### src/rtl/atb_map.svh
// Register offsets, field positions and reset values of the timebase
`ifndef ATB_MAP_SVH
`define ATB_MAP_SVH

// ----------------------------------------------------------------------
// Register byte offsets
// ----------------------------------------------------------------------
`define ATB_OFS_CTRL    8'h00
`define ATB_OFS_SLAVE   8'h04
`define ATB_OFS_CHAN    8'h08
`define ATB_OFS_STATUS  8'h0C
`define ATB_OFS_SWEVT   8'h10
`define ATB_OFS_COUNT   8'h14
`define ATB_OFS_DIV     8'h18
`define ATB_OFS_PERIOD  8'h1C

// ----------------------------------------------------------------------
// Field positions and codes
// ----------------------------------------------------------------------
`define ATB_STATUS_FLAG 0
`define ATB_STATUS_RUN  1
`define ATB_SWEVT_TRIG  0
`define ATB_SM_EXT_A    3'h7
`define ATB_SM_RESET    3'h4
`define ATB_MODE_EDGE   2'h0

// ----------------------------------------------------------------------
// Reset values
// ----------------------------------------------------------------------
`define ATB_RST_CTRL    7'h00
`define ATB_RST_SLAVE   16'h0000
`define ATB_RST_CHAN    10'h000
`define ATB_RST_WORD    16'h0000

`endif

### src/rtl/atb_pkg.sv
// Types shared by the advanced timer timebase
package atb_pkg;

	// Control register fields
	typedef struct packed {
		logic       pbuf;
		logic [1:0] mode;
		logic       dir;
		logic       ovf_src;
		logic       ovf_dis;
		logic       enable;
	} atb_ctrl_t;

	// Slave mode and outside input conditioning fields
	typedef struct packed {
		logic       ext_pol;
		logic       mode_b;
		logic [1:0] ext_div;
		logic [3:0] ext_flt;
		logic       rsv1;
		logic [2:0] trig_sel;
		logic       rsv0;
		logic [2:0] slave_mode_select;
	} atb_slave_t;

	// Channel input conditioning fields
	typedef struct packed {
		logic       ch2_pol;
		logic       ch1_pol;
		logic [3:0] ch2_flt;
		logic [3:0] ch1_flt;
	} atb_chan_t;

	// Current direction of the counter
	typedef enum logic {
		ATB_DIR_UP,
		ATB_DIR_DOWN
	} atb_dir_t;

endpackage

### src/rtl/atb_timebase.sv
// Clock selection, prescaler and counter timebase of an advanced timer
`timescale 1ns/1ps
// Function
// - Counter clock from internal clock, outside modes A/B, or trigger.
// - Internal clock is bus rate at factor one, else twice bus rate.
// - Slave mode 3'b111 selects mode A clocked by the chosen trigger.
// - Codes 4..7 pick ch1 both-edge, ch1, ch2, outside input.
// - Mode B enable clocks counter from the conditioned outside input.
// - Outside input gets polarity, two-bit divider and four-bit filter.
// - Channel sources get their four-bit filter and polarity bit.
// - Every outside or trigger input passes a synchroniser.
// - Codes 0..3 select internal triggers 0..3 in mode A.
// - Timer 1 takes 5,2,3,4; timer 8 takes 1,2,4,5.
// - 16-bit prescaler gives one count step every divider+1 ticks.
// - New divider value takes effect only at the next overflow event.
// - Period buffer off: period applies at once; on: at overflow event.
// - Counter reads live count; writes replace it immediately.
// - Overflow events on after reset; disable bit suppresses them.
// - Source bit clear: overflow, software trigger, slave reset raise it.
// - Run enable asserts one clock after the counter enable bit.
// - Two-bit count mode; direction bit picks up or down in mode 0.
// - Another timer's trigger output can clock this timer.
// - Mode 0 up: count 0 to period, wrap to 0, overflow event.
// - Mode 0 down: count period to 0, reload period, underflow event.
// - Counter holds while the active period is zero.
module atb_timebase #(
	parameter int TIMER_ID = 1
) (
	input  wire logic        CLK_IN,
	input  wire logic        ARST_N_IN,
	input  wire logic        WB_CYC_IN,
	input  wire logic        WB_STB_IN,
	input  wire logic        WB_WE_IN,
	input  wire logic [7:0]  WB_ADR_IN,
	input  wire logic [3:0]  WB_SEL_IN,
	input  wire logic [31:0] WB_DAT_IN,
	output logic      [31:0] WB_DAT_OUT,
	output logic             WB_ACK_OUT,
	input  wire logic        BUS_DIV1_IN,
	input  wire logic        CH1_IN,
	input  wire logic        CH2_IN,
	input  wire logic        EXT_IN,
	input  wire logic [8:1]  TRIGGER_OUTPUT_IN,
	output logic      [15:0] COUNT_OUT,
	output logic             OVERFLOW_OUT,
	output logic             OVF_FLAG_OUT,
	output logic             RUN_OUT
);

	`include "atb_map.svh"

	// ------------------------------------------------------------------
	// Elaboration check
	// ------------------------------------------------------------------
	if (TIMER_ID != 1 && TIMER_ID != 8) begin : g_bad_id
		$error("TIMER_ID must be 1 or 8");
	end

	// ------------------------------------------------------------------
	// Declarations
	// ------------------------------------------------------------------
	logic [1:0]          rst_sync;
	logic                rst_n;
	logic [7:0]          pin_meta;
	logic [7:0]          pin_s;
	logic [3:0]          flt_cnt [3];
	logic [2:0]          flt;
	logic [3:0]          flt_code [3];
	logic                ch1_d;
	logic                ch1_pp_d;
	logic                ch2_pp_d;
	logic                ext_p_d;
	logic [3:0]          is_d;
	logic [2:0]          ext_edges;
	logic                ext_tick;
	logic                half_ph;
	atb_pkg::atb_ctrl_t  ctrl;
	atb_pkg::atb_slave_t slv;
	atb_pkg::atb_chan_t  chn;
	atb_pkg::atb_dir_t   cdir;
	logic [15:0]         cnt;
	logic [15:0]         div_reg;
	logic [15:0]         div_act;
	logic [15:0]         pr_reg;
	logic [15:0]         pr_act;
	logic [15:0]         psc;
	logic                flag;
	logic                run;
	logic                ack;
	logic [31:0]         rdat;
	logic                uev_q;
	logic [15:0]         next_cnt;
	logic                hw_ovf;
	logic                next_down;

	// Merge a bus write into a 16-bit register under its byte enables
	function automatic logic [15:0] wmerge(input logic [15:0] old,
		input logic [31:0] dat, input logic [3:0] sel);
		wmerge = {sel[1] ? dat[15:8] : old[15:8],
			sel[0] ? dat[7:0] : old[7:0]};
	endfunction

	// ------------------------------------------------------------------
	// Reset release and input synchronisers
	// ------------------------------------------------------------------
	// Reset leaves through two flip-flops
	always_ff @(posedge CLK_IN or negedge ARST_N_IN) begin
		if (!ARST_N_IN) rst_sync <= 2'h0;
		else rst_sync <= {rst_sync[0], 1'b1};
	end
	assign rst_n = rst_sync[1];

	// Internal triggers picked per instance from other timers
	wire [3:0] is_raw = (TIMER_ID == 8) ?
		{TRIGGER_OUTPUT_IN[5], TRIGGER_OUTPUT_IN[4], TRIGGER_OUTPUT_IN[2], TRIGGER_OUTPUT_IN[1]} :
		{TRIGGER_OUTPUT_IN[4], TRIGGER_OUTPUT_IN[3], TRIGGER_OUTPUT_IN[2], TRIGGER_OUTPUT_IN[5]};
	wire [7:0] pin_raw = {BUS_DIV1_IN, is_raw, EXT_IN, CH2_IN, CH1_IN};

	// Two-stage synchroniser on every outside input
	always_ff @(posedge CLK_IN or negedge rst_n) begin
		if (!rst_n) begin
			pin_meta <= 8'h00;
			pin_s    <= 8'h00;
		end else begin
			pin_meta <= pin_raw;
			pin_s    <= pin_meta;
		end
	end

	// ------------------------------------------------------------------
	// Input filters, polarity and outside divider
	// ------------------------------------------------------------------
	assign flt_code[0] = chn.ch1_flt;
	assign flt_code[1] = chn.ch2_flt;
	assign flt_code[2] = slv.ext_flt;

	// Level must differ for more than code cycles before it passes
	always_ff @(posedge CLK_IN or negedge rst_n) begin
		if (!rst_n) begin
			flt <= 3'h0;
			for (int i = 0; i < 3; i++) flt_cnt[i] <= 4'h0;
		end else begin
			for (int i = 0; i < 3; i++) begin
				if (pin_s[i] == flt[i]) begin
					flt_cnt[i] <= 4'h0;
				end else if (flt_cnt[i] >= flt_code[i]) begin
					flt[i]     <= pin_s[i];
					flt_cnt[i] <= 4'h0;
				end else begin
					flt_cnt[i] <= flt_cnt[i] + 4'h1;
				end
			end
		end
	end

	// Polarity applied after the filters
	wire ch1_pp = flt[0] ^ chn.ch1_pol;
	wire ch2_pp = flt[1] ^ chn.ch2_pol;
	wire ext_p  = flt[2] ^ slv.ext_pol;
	wire ext_rise = ext_p & ~ext_p_d;
	wire [2:0] ext_mask = 3'((4'h1 << slv.ext_div) - 4'h1);

	// Outside divider passes one of every 2^div rising edges
	always_ff @(posedge CLK_IN or negedge rst_n) begin
		if (!rst_n) begin
			ext_p_d   <= 1'b0;
			ext_edges <= 3'h0;
			ext_tick  <= 1'b0;
		end else begin
			ext_p_d  <= ext_p;
			ext_tick <= ext_rise && ((ext_edges & ext_mask) == 3'h0);
			if (ext_rise) ext_edges <= ext_edges + 3'h1;
		end
	end

	// Previous levels for edge detection
	always_ff @(posedge CLK_IN or negedge rst_n) begin
		if (!rst_n) begin
			ch1_d    <= 1'b0;
			ch1_pp_d <= 1'b0;
			ch2_pp_d <= 1'b0;
			is_d     <= 4'h0;
			half_ph  <= 1'b0;
		end else begin
			ch1_d    <= flt[0];
			ch1_pp_d <= ch1_pp;
			ch2_pp_d <= ch2_pp;
			is_d     <= pin_s[6:3];
			half_ph  <= ~half_ph;
		end
	end

	// ------------------------------------------------------------------
	// Clock source selection
	// ------------------------------------------------------------------
	// Edge pulses indexed by trigger source code
	wire [7:0] src_edges = {ext_tick,
		ch2_pp & ~ch2_pp_d, ch1_pp & ~ch1_pp_d, flt[0] ^ ch1_d,
		pin_s[6:3] & ~is_d};
	wire trig_edge = src_edges[slv.trig_sel];
	wire mode_a    = slv.slave_mode_select == `ATB_SM_EXT_A;
	wire int_tick  = pin_s[7] ? half_ph : 1'b1;
	wire tmr_tick  = slv.mode_b ? ext_tick :
		mode_a ? trig_edge : int_tick;
	wire slave_rst = slv.slave_mode_select == `ATB_SM_RESET && trig_edge;

	// ------------------------------------------------------------------
	// Register bus decode
	// ------------------------------------------------------------------
	wire req       = WB_CYC_IN & WB_STB_IN & ~ack;
	wire wr        = WB_CYC_IN & WB_STB_IN & WB_WE_IN & ack; // Ack edge
	wire wr_ctrl   = wr && WB_ADR_IN == `ATB_OFS_CTRL && WB_SEL_IN[0];
	wire wr_slave  = wr && WB_ADR_IN == `ATB_OFS_SLAVE;
	wire wr_chan   = wr && WB_ADR_IN == `ATB_OFS_CHAN;
	wire wr_status = wr && WB_ADR_IN == `ATB_OFS_STATUS && WB_SEL_IN[0];
	wire wr_swevt  = wr && WB_ADR_IN == `ATB_OFS_SWEVT && WB_SEL_IN[0];
	wire wr_cnt    = wr && WB_ADR_IN == `ATB_OFS_COUNT;
	wire wr_div    = wr && WB_ADR_IN == `ATB_OFS_DIV;
	wire wr_pr     = wr && WB_ADR_IN == `ATB_OFS_PERIOD;
	wire sw_trig   = wr_swevt & WB_DAT_IN[`ATB_SWEVT_TRIG];
	wire flag_clr  = wr_status & WB_DAT_IN[`ATB_STATUS_FLAG];
	wire [15:0] next_pr = wr_pr ? wmerge(pr_reg, WB_DAT_IN, WB_SEL_IN)
		: pr_reg;
	wire [15:0] slave_w = wmerge(slv, WB_DAT_IN, WB_SEL_IN);
	wire [15:0] chan_w  = wmerge({6'h00, chn}, WB_DAT_IN, WB_SEL_IN);
	wire edge_mode  = ctrl.mode == `ATB_MODE_EDGE;
	wire dir_shown  = edge_mode ? ctrl.dir : cdir == atb_pkg::ATB_DIR_DOWN;
	wire [31:0] rd_mux =
		WB_ADR_IN == `ATB_OFS_CTRL ? {25'h0, ctrl.pbuf, ctrl.mode,
			dir_shown, ctrl.ovf_src, ctrl.ovf_dis, ctrl.enable} :
		WB_ADR_IN == `ATB_OFS_SLAVE  ? {16'h0, slv} :
		WB_ADR_IN == `ATB_OFS_CHAN   ? {22'h0, chn} :
		WB_ADR_IN == `ATB_OFS_STATUS ? {30'h0, run, flag} :
		WB_ADR_IN == `ATB_OFS_COUNT  ? {16'h0, cnt} :
		WB_ADR_IN == `ATB_OFS_DIV    ? {16'h0, div_reg} :
		WB_ADR_IN == `ATB_OFS_PERIOD ? {16'h0, pr_reg} : 32'h0;

	// One-cycle acknowledge; unmapped offsets read zero
	always_ff @(posedge CLK_IN or negedge rst_n) begin
		if (!rst_n) begin
			ack  <= 1'b0;
			rdat <= 32'h0;
		end else begin
			ack <= req;
			if (req) rdat <= rd_mux;
		end
	end

	// Software-written configuration registers
	always_ff @(posedge CLK_IN or negedge rst_n) begin
		if (!rst_n) begin
			ctrl    <= `ATB_RST_CTRL;
			slv     <= `ATB_RST_SLAVE;
			chn     <= `ATB_RST_CHAN;
			div_reg <= `ATB_RST_WORD;
			pr_reg  <= `ATB_RST_WORD;
		end else begin
			if (wr_ctrl) ctrl <= WB_DAT_IN[6:0];
			if (wr_slave) slv <= slave_w;
			if (wr_chan) chn <= chan_w[9:0];
			if (wr_div) div_reg <= wmerge(div_reg, WB_DAT_IN, WB_SEL_IN);
			pr_reg <= next_pr;
		end
	end

	// ------------------------------------------------------------------
	// Prescaler, counter and overflow event
	// ------------------------------------------------------------------
	wire cnt_tick = run && tmr_tick && psc == div_act;
	wire cnt_step = cnt_tick && pr_act != 16'h0000;
	wire uev = ~ctrl.ovf_dis & (hw_ovf |
		(~ctrl.ovf_src & (sw_trig | slave_rst)));

	// Next count and wrap detection per counting mode
	always_comb begin
		next_cnt  = cnt;
		hw_ovf    = 1'b0;
		next_down = cdir == atb_pkg::ATB_DIR_DOWN;
		case ({edge_mode, ctrl.dir, cdir == atb_pkg::ATB_DIR_DOWN})
			3'b100, 3'b101: begin
				hw_ovf   = cnt_step && cnt >= pr_act;
				next_cnt = hw_ovf ? 16'h0000 : cnt + 16'h0001;
			end
			3'b110, 3'b111: begin
				hw_ovf   = cnt_step && cnt == 16'h0000;
				next_cnt = hw_ovf ? pr_act : cnt - 16'h0001;
			end
			3'b000, 3'b010: begin
				hw_ovf    = cnt_step && cnt >= pr_act - 16'h0001;
				next_cnt  = hw_ovf ? pr_act : cnt + 16'h0001;
				next_down = hw_ovf;
			end
			3'b001, 3'b011: begin
				hw_ovf    = cnt_step && cnt <= 16'h0001;
				next_cnt  = hw_ovf ? 16'h0000 : cnt - 16'h0001;
				next_down = ~hw_ovf;
			end
			default: begin
				next_cnt = cnt;
			end
		endcase
	end

	// Prescaler steps on each selected source tick
	always_ff @(posedge CLK_IN or negedge rst_n) begin
		if (!rst_n) psc <= 16'h0000;
		else if (uev) psc <= 16'h0000;
		else if (run && tmr_tick)
			psc <= (psc == div_act) ? 16'h0000 : psc + 16'h0001;
	end

	// Live counter; bus write wins over slave reset and counting
	always_ff @(posedge CLK_IN or negedge rst_n) begin
		if (!rst_n) begin
			cnt  <= 16'h0000;
			cdir <= atb_pkg::ATB_DIR_UP;
		end else if (wr_cnt) begin
			cnt <= wmerge(cnt, WB_DAT_IN, WB_SEL_IN);
		end else if (slave_rst) begin
			cnt  <= (edge_mode && ctrl.dir) ? pr_act : 16'h0000;
			cdir <= atb_pkg::ATB_DIR_UP;
		end else if (cnt_step) begin
			cnt  <= next_cnt;
			cdir <= next_down ? atb_pkg::ATB_DIR_DOWN : atb_pkg::ATB_DIR_UP;
		end
	end

	// Shadows, flag, run enable and event output
	always_ff @(posedge CLK_IN or negedge rst_n) begin
		if (!rst_n) begin
			div_act <= `ATB_RST_WORD;
			pr_act  <= `ATB_RST_WORD;
			flag    <= 1'b0;
			run     <= 1'b0;
			uev_q   <= 1'b0;
		end else begin
			if (uev) div_act <= div_reg;
			if (!ctrl.pbuf) pr_act <= next_pr;
			else if (uev) pr_act <= pr_reg;
			flag  <= uev | (flag & ~flag_clr);
			run   <= ctrl.enable;
			uev_q <= uev;
		end
	end

	assign WB_ACK_OUT   = ack;
	assign WB_DAT_OUT   = rdat;
	assign COUNT_OUT    = cnt;
	assign OVERFLOW_OUT = uev_q;
	assign OVF_FLAG_OUT = flag;
	assign RUN_OUT      = run;
endmodule

### config.mk
export PLATFORM = sky130hd
export DESIGN_NAME = atb_timebase
export DESIGN_NICKNAME = d
export VERILOG_FILES = /design/src/rtl/atb_pkg.sv /design/src/rtl/atb_timebase.sv
export VERILOG_INCLUDE_DIRS = /design/src /design/src/rtl
export SDC_FILE = /design/constraint.sdc
export NUM_CORES = 1
export LEC_CHECK = 0
export BUFFER_PORTS_ARGS = -buffer_cell sky130_fd_sc_hd__buf_2
export CAP_MARGIN = 20
export CORE_MARGIN = 3
export CORE_UTILIZATION = 39
export CTS_BUF_LIST = sky130_fd_sc_hd__clkbuf_8 sky130_fd_sc_hd__clkbuf_16
export DETAILED_ROUTE_END_ITERATION = 7
export PLACE_DENSITY = 0.63
export SETUP_SLACK_MARGIN = 0.1
export SYNTH_ARGS = -nofsm -noshare
export SYNTH_HDL_FRONTEND = slang
export SYNTH_SLANG_ARGS = --single-unit
### constraint.sdc
create_clock -name CLK_IN -period 8.7 [get_ports CLK_IN]
set_input_delay 0 -clock CLK_IN [delete_from_list [all_inputs] [get_ports CLK_IN]]
set_output_delay 0 -clock CLK_IN [all_outputs]
set_load 0.01 [all_outputs]
==> results of run 1 <==
[Yosys cell counts, types with 4 or more instances]
cell,count
dfrtp_1,196
nor2_1,89
mux2_2,82
nand2_1,74
a21oi_1,69
o21ai_0,62
ha_1,53
xnor2_1,43
inv_1,41
clkbuf_1,40
mux2i_1,28
xor2_1,25
and3_1,22
nand3_1,22
nor3_1,21
buf_4,18
nand3b_1,16
a221oi_1,14
nand4_1,13
nor4_1,13
a21o_1,12
a31oi_1,12
buf_2,9
o211ai_1,9
a211oi_1,8
and2_1,8
o221ai_1,8
a222oi_1,6
nand2b_1,6
nor3b_1,6
a22o_1,5
a22oi_1,5
buf_1,5
or3_1,5
o21ai_1,4
[layer usage]
layer	vias to the layer above	GRT usage, %	wire length (um)
li1	4154	-	-
met1	4377	29.73	14200
met2	315	31.92	14350
met3	61	3.890	2030
met4	0	7.414	937
met5	-	0	0
[logic make-up after synthesis]
| family | count (synthesis) | share of synthesized area (%) |
|---|---|---|
| buf+inv | 115 | 4.713 |
| xor+xnor | 68 | 5.341 |
| other cells | 2 | 0.06735 |
| mux | 112 | 11.20 |
| fa+ha+maj | 53 | 5.947 |
| simple gates | 310 | 13.72 |
| compound gates | 253 | 15.02 |
| flops | 196 | 43.99 |
[power groups by stage]
stage                      logic, W  clock network, W  registers, W
after floorplan           0.0000624                 0      0.000961
after global placement     0.000100                 0      0.000958
after detailed placement   0.000102                 0      0.000958
after CTS                  0.000112          0.000842      0.000940
after global routing       0.000125          0.000876      0.000942
final                      0.000111          0.000824      0.000939
[worst max-delay path by stage]
stage,from,endpoint,slack (ns),cells after the start
floorplan,rst_sync[1],COUNT_OUT[0],2.83,0
global placement,pr_act[2],div_act[12],3.89,14
detailed placement,pr_act[2],div_act[14],3.90,14
CTS,pr_act[2],div_act[14],3.87,14
global route,pr_act[3],pr_act[13],3.37,15
finish,pr_act[2],div_act[14],3.76,14
[worst max-delay path, cell delays in order, from the launching register on]
cell and delay, ns:
dfrtp_1 0.47, nor4_1 0.79, nand2_1 0.34, nor3_1 0.28, xnor2_1 0.10, ha_1 0.32
nand2_1 0.08, o211a_1 0.24, o21ai_0 0.23, o211ai_1 0.15, nand2_1 0.08, o211ai_1 0.25
a21oi_4 0.50, buf_4 0.59, mux2_2 0.41
[layout by cell type, fill, tap and decap left out, types with 4 or more instances in the layout]
cell,netlist,routed
nand2_1,74,74
nor3_1,21,21
conb_1,2,17
xor2_1,25,25
and3_1,22,22
or3_1,5,5
o211ai_1,9,9
a222oi_1,6,6
inv_12,0,4
inv_1,41,41
a22oi_1,5,5
buf_4,18,17
nor3b_1,6,6
o21ai_1,4,4
dfrtp_1,196,195
a22o_1,5,5
a31oi_1,12,12
o221ai_1,8,8
o21ai_0,62,62
and2_1,8,8
nand3_1,22,22
ha_1,53,53
nor4_1,13,11
a221oi_1,14,14
mux2i_1,28,28
mux2_2,82,82
a211oi_1,8,8
nand4_1,13,13
buf_2,9,74
inv_8,0,5
a21oi_1,69,69
nand2b_1,6,6
clkbuf_16,0,17
a21o_1,12,12
dlygate4sd3_1,0,28
nor2_1,89,89
nand3b_1,16,16
xnor2_1,43,43
[area by class of cell]
| type | count | area share [%] |
|---|---|---|
| Clock inverter | 15 | 1.475 |
| Timing Repair Buffer | 119 | 6.117 |
| Inverter | 41 | 1.210 |
| Sequential cell | 196 | 38.58 |
| Clock buffer | 17 | 3.343 |
| Multi-Input combinational cell | 813 | 45.56 |
| Tap cell | 378 | 3.717 |
[through the flow]
| step | util (%) | setup slack, ns |
|---|---|---|
| 2_1_floorplan | - | 2.834 |
| 3_3_place_gp | 42.23 | 3.890 |
| 3_5_place_dp | 42.23 | 3.904 |
| 4_1_cts | 45.42 | 3.874 |
| 5_1_grt | 45.42 | 3.373 |
| 6_report | 45.42 | 3.756 |
==> out/metrics.csv, run 1 <==
metric,value,unit
status,completed,
synth-main-ff-cell,dfrtp_1,
dieArea,0.03066,mm^2
antenna_found_initial,0,
power.switching,0.0005109,W
power.leakage,6.043,nW
postCtsSetupRepairBufs,0,
totalWireLength,31520,um
fp-row-count,61,
routedWlPerCell,19.96,um
yosysWarningCount,0,
synth.distinct_cells,75,
synthArstFlopShare,100.0,%
cts_buffers,17,
min_to,OVF_FLAG_OUT,
finalSetupTns,0,ns
worstRegToRegCells,14,
report.final.setup_viol,0,
vdd_drop_max,0.09928,mV
rsz0062_at_grt,false,
required,9.03,ns
io_buffer_count,74,
ant_nets,0,
die_x,175.1,um
diodes,0,
min_period_over_period,56.83,%
drtIter0Drc,860,
clkPwrFrac,44.0,%
drive_gt1_share,18.73,%
seq_power_share,50.1,%
postCtsHoldBufs,28,
dpl_cell_area,0.01183,mm^2
finalPower,0.001875,W
cts_max_path_buffers,2,
swShare,27.25,%
p_int,0.001364,W
gp_congestion,0.9203,
ys_seq_elements,196,
synth_top_area_cell,dfrtp_1,
syn2layout_area_growth,14.11,%
clock_latency,0.45,ns
synth_edf_count,0,
htreeDepth,4,
place_inst,1519,
floorplan.initialDensity,39.81,%
synth_area,0.01115,mm^2
die_height,175.1,um
n_fill_cell,2678,
power_frac_comb,5.9,%
holdWs,0.1166,ns
io_pins,113,
post-dp-hpwl,22700,um
vias_per_cell,5.641,
fin_area,0.01272,mm^2
regToRegStartpoint,pr_act[2],
core,0.02801,mm^2
finish.net_count,1302,
syn_area_per_cell,10.05,um^2
power_density,147.3,mW/mm^2
cp-start-kind,flip-flop,
grt_max_degree,77,
slew_viol_final,0,
register_area,0.004908,mm^2
grt_usage,20.87,%
ctsRootBufferMaster,clkbuf_16,
syn_inst,1109,
finalHoldViolations,0,
cts_sinks,196,
timing.max_cap.violations,0,
finalNonFillerCells,1579,
min_period,4.944,ns
hold_path_depth,4,
min_path_type,in -> reg,
seq_area_frac_synth,43.99,%
timing.fmax,202.3,MHz
drc,0,
path_class,reg -> reg,
synth.area.top_cells,"dfrtp_1, mux2_2, ha_1",
r2r-end,div_act[14],
postCtsResizedCells,0,
synth_top_area_share,43.99,%
cts_tree,built,
grt_overflow,0,
cp-end-kind,flip-flop,
cp.arrival,5.27,ns
slew_headroom,31.22,%
via_count,8907,
tightest_slew,1.023,ns
multiInputGateArea,0.005797,mm^2
first_pass_iters,5,
min_from,WB_ADR_IN[3],
clk_pin_slew_worst_paths,0.08,ns
finalClockSkew,0.01065,ns
grt_pass1_wl,49770,um
path_max_fanout,44,
first_global_vias,8595,
ff2ff_setup_slack,3.76,ns
No activity file was read; power rests on OpenSTA's default activity.
==> run 2, diff against run 1 <==
==> constraint.sdc (replaced) <==
create_clock -name CLK_IN -period 4.63 [get_ports CLK_IN]
set_input_delay 0 -clock CLK_IN [delete_from_list [all_inputs] [get_ports CLK_IN]]
set_output_delay 0 -clock CLK_IN [all_outputs]
set_load 0.01 [all_outputs]
==> out/metrics.csv, run 2 (synthesis results as in run 1) <==
metric,value,unit
io_buffer_count,74,
drtIter0Drc,792,
ctsRootBufferMaster,clkbuf_16,
place_inst,1532,
min_from,WB_DAT_IN[4],
finalClockSkew,0.01473,ns
syn2layout_area_growth,15.26,%
cp-end-kind,flip-flop,
status,completed,
clock_latency,0.44,ns
place_ws,0.3119,ns
grt_max_degree,79,
cts_buffers,17,
p_int,0.002575,W
path_delay_family,compound AO/OA/AOI/OAI gates,
grt_usage,21.18,%
seq_power_share,50.8,%
path_max_fanout,9,
tightest_slew,1.034,ns
required,4.96,ns
io_pins,113,
routedWlPerCell,20.28,um
dieArea,0.03066,mm^2
finish.net_count,1317,
swShare,25.59,%
layout_common_cells,"dfrtp_1, nor2_1, mux2_2",
gp_congestion,0.9768,
fin_util,45.88,%
post-dp-hpwl,23590,um
dpl_cell_area,0.01196,mm^2
finalNonFillerCells,1594,
grt_pass1_wl,50610,um
critical-path-slowest-cell,o311ai_0,
first_pass_iters,7,
die_x,175.1,um
grt_overflow,0,
floorplan.initialDensity,39.81,%
min_path_type,in -> reg,
clk_pin_slew_worst_paths,0.07,ns
power_density,269.2,mW/mm^2
slew_viol_final,0,
slew_headroom,30.93,%
drc,0,
clkPwrFrac,42.7,%
finalSetupTns,0,ns
via_count,8988,
cpMostUsedCell,a21oi_1,
drive_gt1_share,19.98,%
vdd_drop_max,0.1789,mV
vias_per_cell,5.639,
crit_start,pr_act[4],
timing.fmax,240.7,MHz
regToRegStartpoint,pr_act[4],
report.final.setup_viol,0,
fp-row-count,61,
path_class,reg -> reg,
crit_chain,nor4_1 -> buf_4 -> and2_1 -> nand2_1 -> nor3_1 -> xnor2_1 -> ha_1 -> a21oi_1 -> o21ai_0 -> o311ai_0 -> a21oi_4 -> a21o_4 -> a221oi_2 -> a21oi_1 -> o221a_1,
min_period,4.155,ns
rsz0062_at_grt,false,
power.leakage,6.130,nW
antenna_found_initial,0,
cp-start-kind,flip-flop,
cts_max_path_buffers,2,
diodes,0,
power.switching,0.0008857,W
crit_buf_inv,1,
finalHoldViolations,0,
htreeDepth,4,
timing.max_cap.violations,0,
ant_nets,0,
totalWireLength,32330,um
mostFrequentLayoutCell,dfrtp_1,
first_global_vias,8762,
finalWorstSetupSlack,0.4750,ns
power_frac_comb,6.4,%
fin_area,0.01285,mm^2
min_period_over_period,89.74,%
cp.arrival,4.48,ns
core,0.02801,mm^2
cts_sinks,196,
die_height,175.1,um
cts_tree,built,
crit_path_max_incr_delay,0.62,ns
run 2: final cells by class:
type	count	area (um^2)
Fill cell	2665	15160
Multi-Input combinational cell	813	5808
Sequential cell	196	4908
Timing Repair Buffer	134	923.4
Tap cell	378	473.0
Clock buffer	20	466.7
Inverter	41	153.9
Clock inverter	12	118.9
run 2: worst reg2reg max path: stages, from the launching register on:
cell	delay, ns
dfrtp_1	0.46
nor4_1	0.31
buf_4	0.18
and2_1	0.14
nand2_1	0.14
nor3_1	0.23
xnor2_1	0.16
ha_1	0.28
a21oi_1	0.21
o21ai_0	0.15
o311ai_0	0.62
a21oi_4	0.23
a21o_4	0.31
a221oi_2	0.32
a21oi_1	0.08
o221a_1	0.24
run 2: repair_timing:
action	CTS	global route
setup endpoints to repair	0	48
buffers inserted	0	3
hold buffers	26	0
gates resized for setup	0	1
hold endpoints to repair	83	0
run 2: final timing paths:
check	end	slack [ns]	depth (start not counted)
max in group asynchronous	COUNT_OUT[9]	3.19	2
setup reg to reg	COUNT_OUT[0]	0.48	15
hold / removal	slv[4]	0.02	2
setup / recovery	COUNT_OUT[0]	0.48	15
hold reg to reg	flt_cnt[4]	0.32	0
min in group asynchronous	flt_cnt[4]	0.32	0
run 2: routing by layer:
metal	GRT usage (%)	wire length (um)
met1	29.83	14420
met2	33.41	14940
met3	3.151	2113
met4	7.380	852
met5	0	0
run 2: metrics by stage:
step                hold slack, ns  total power (W)
floorplan                  -0.2956         0.001922
CTS                       0.006507         0.003485
finish                     0.01640         0.003460
detailed placement         -0.2146         0.001996
global route               0.02105         0.003587
global placement           -0.2149         0.001992
run 2: power groups by stage:
stage	Combinational, W	Sequential, W	Clock, W
after floorplan	0.000117	0.00181	0
after global placement	0.000192	0.00180	0
after detailed placement	0.000195	0.00180	0
after CTS	0.000213	0.00177	0.00151
after global routing	0.000247	0.00176	0.00158
final	0.000222	0.00176	0.00148
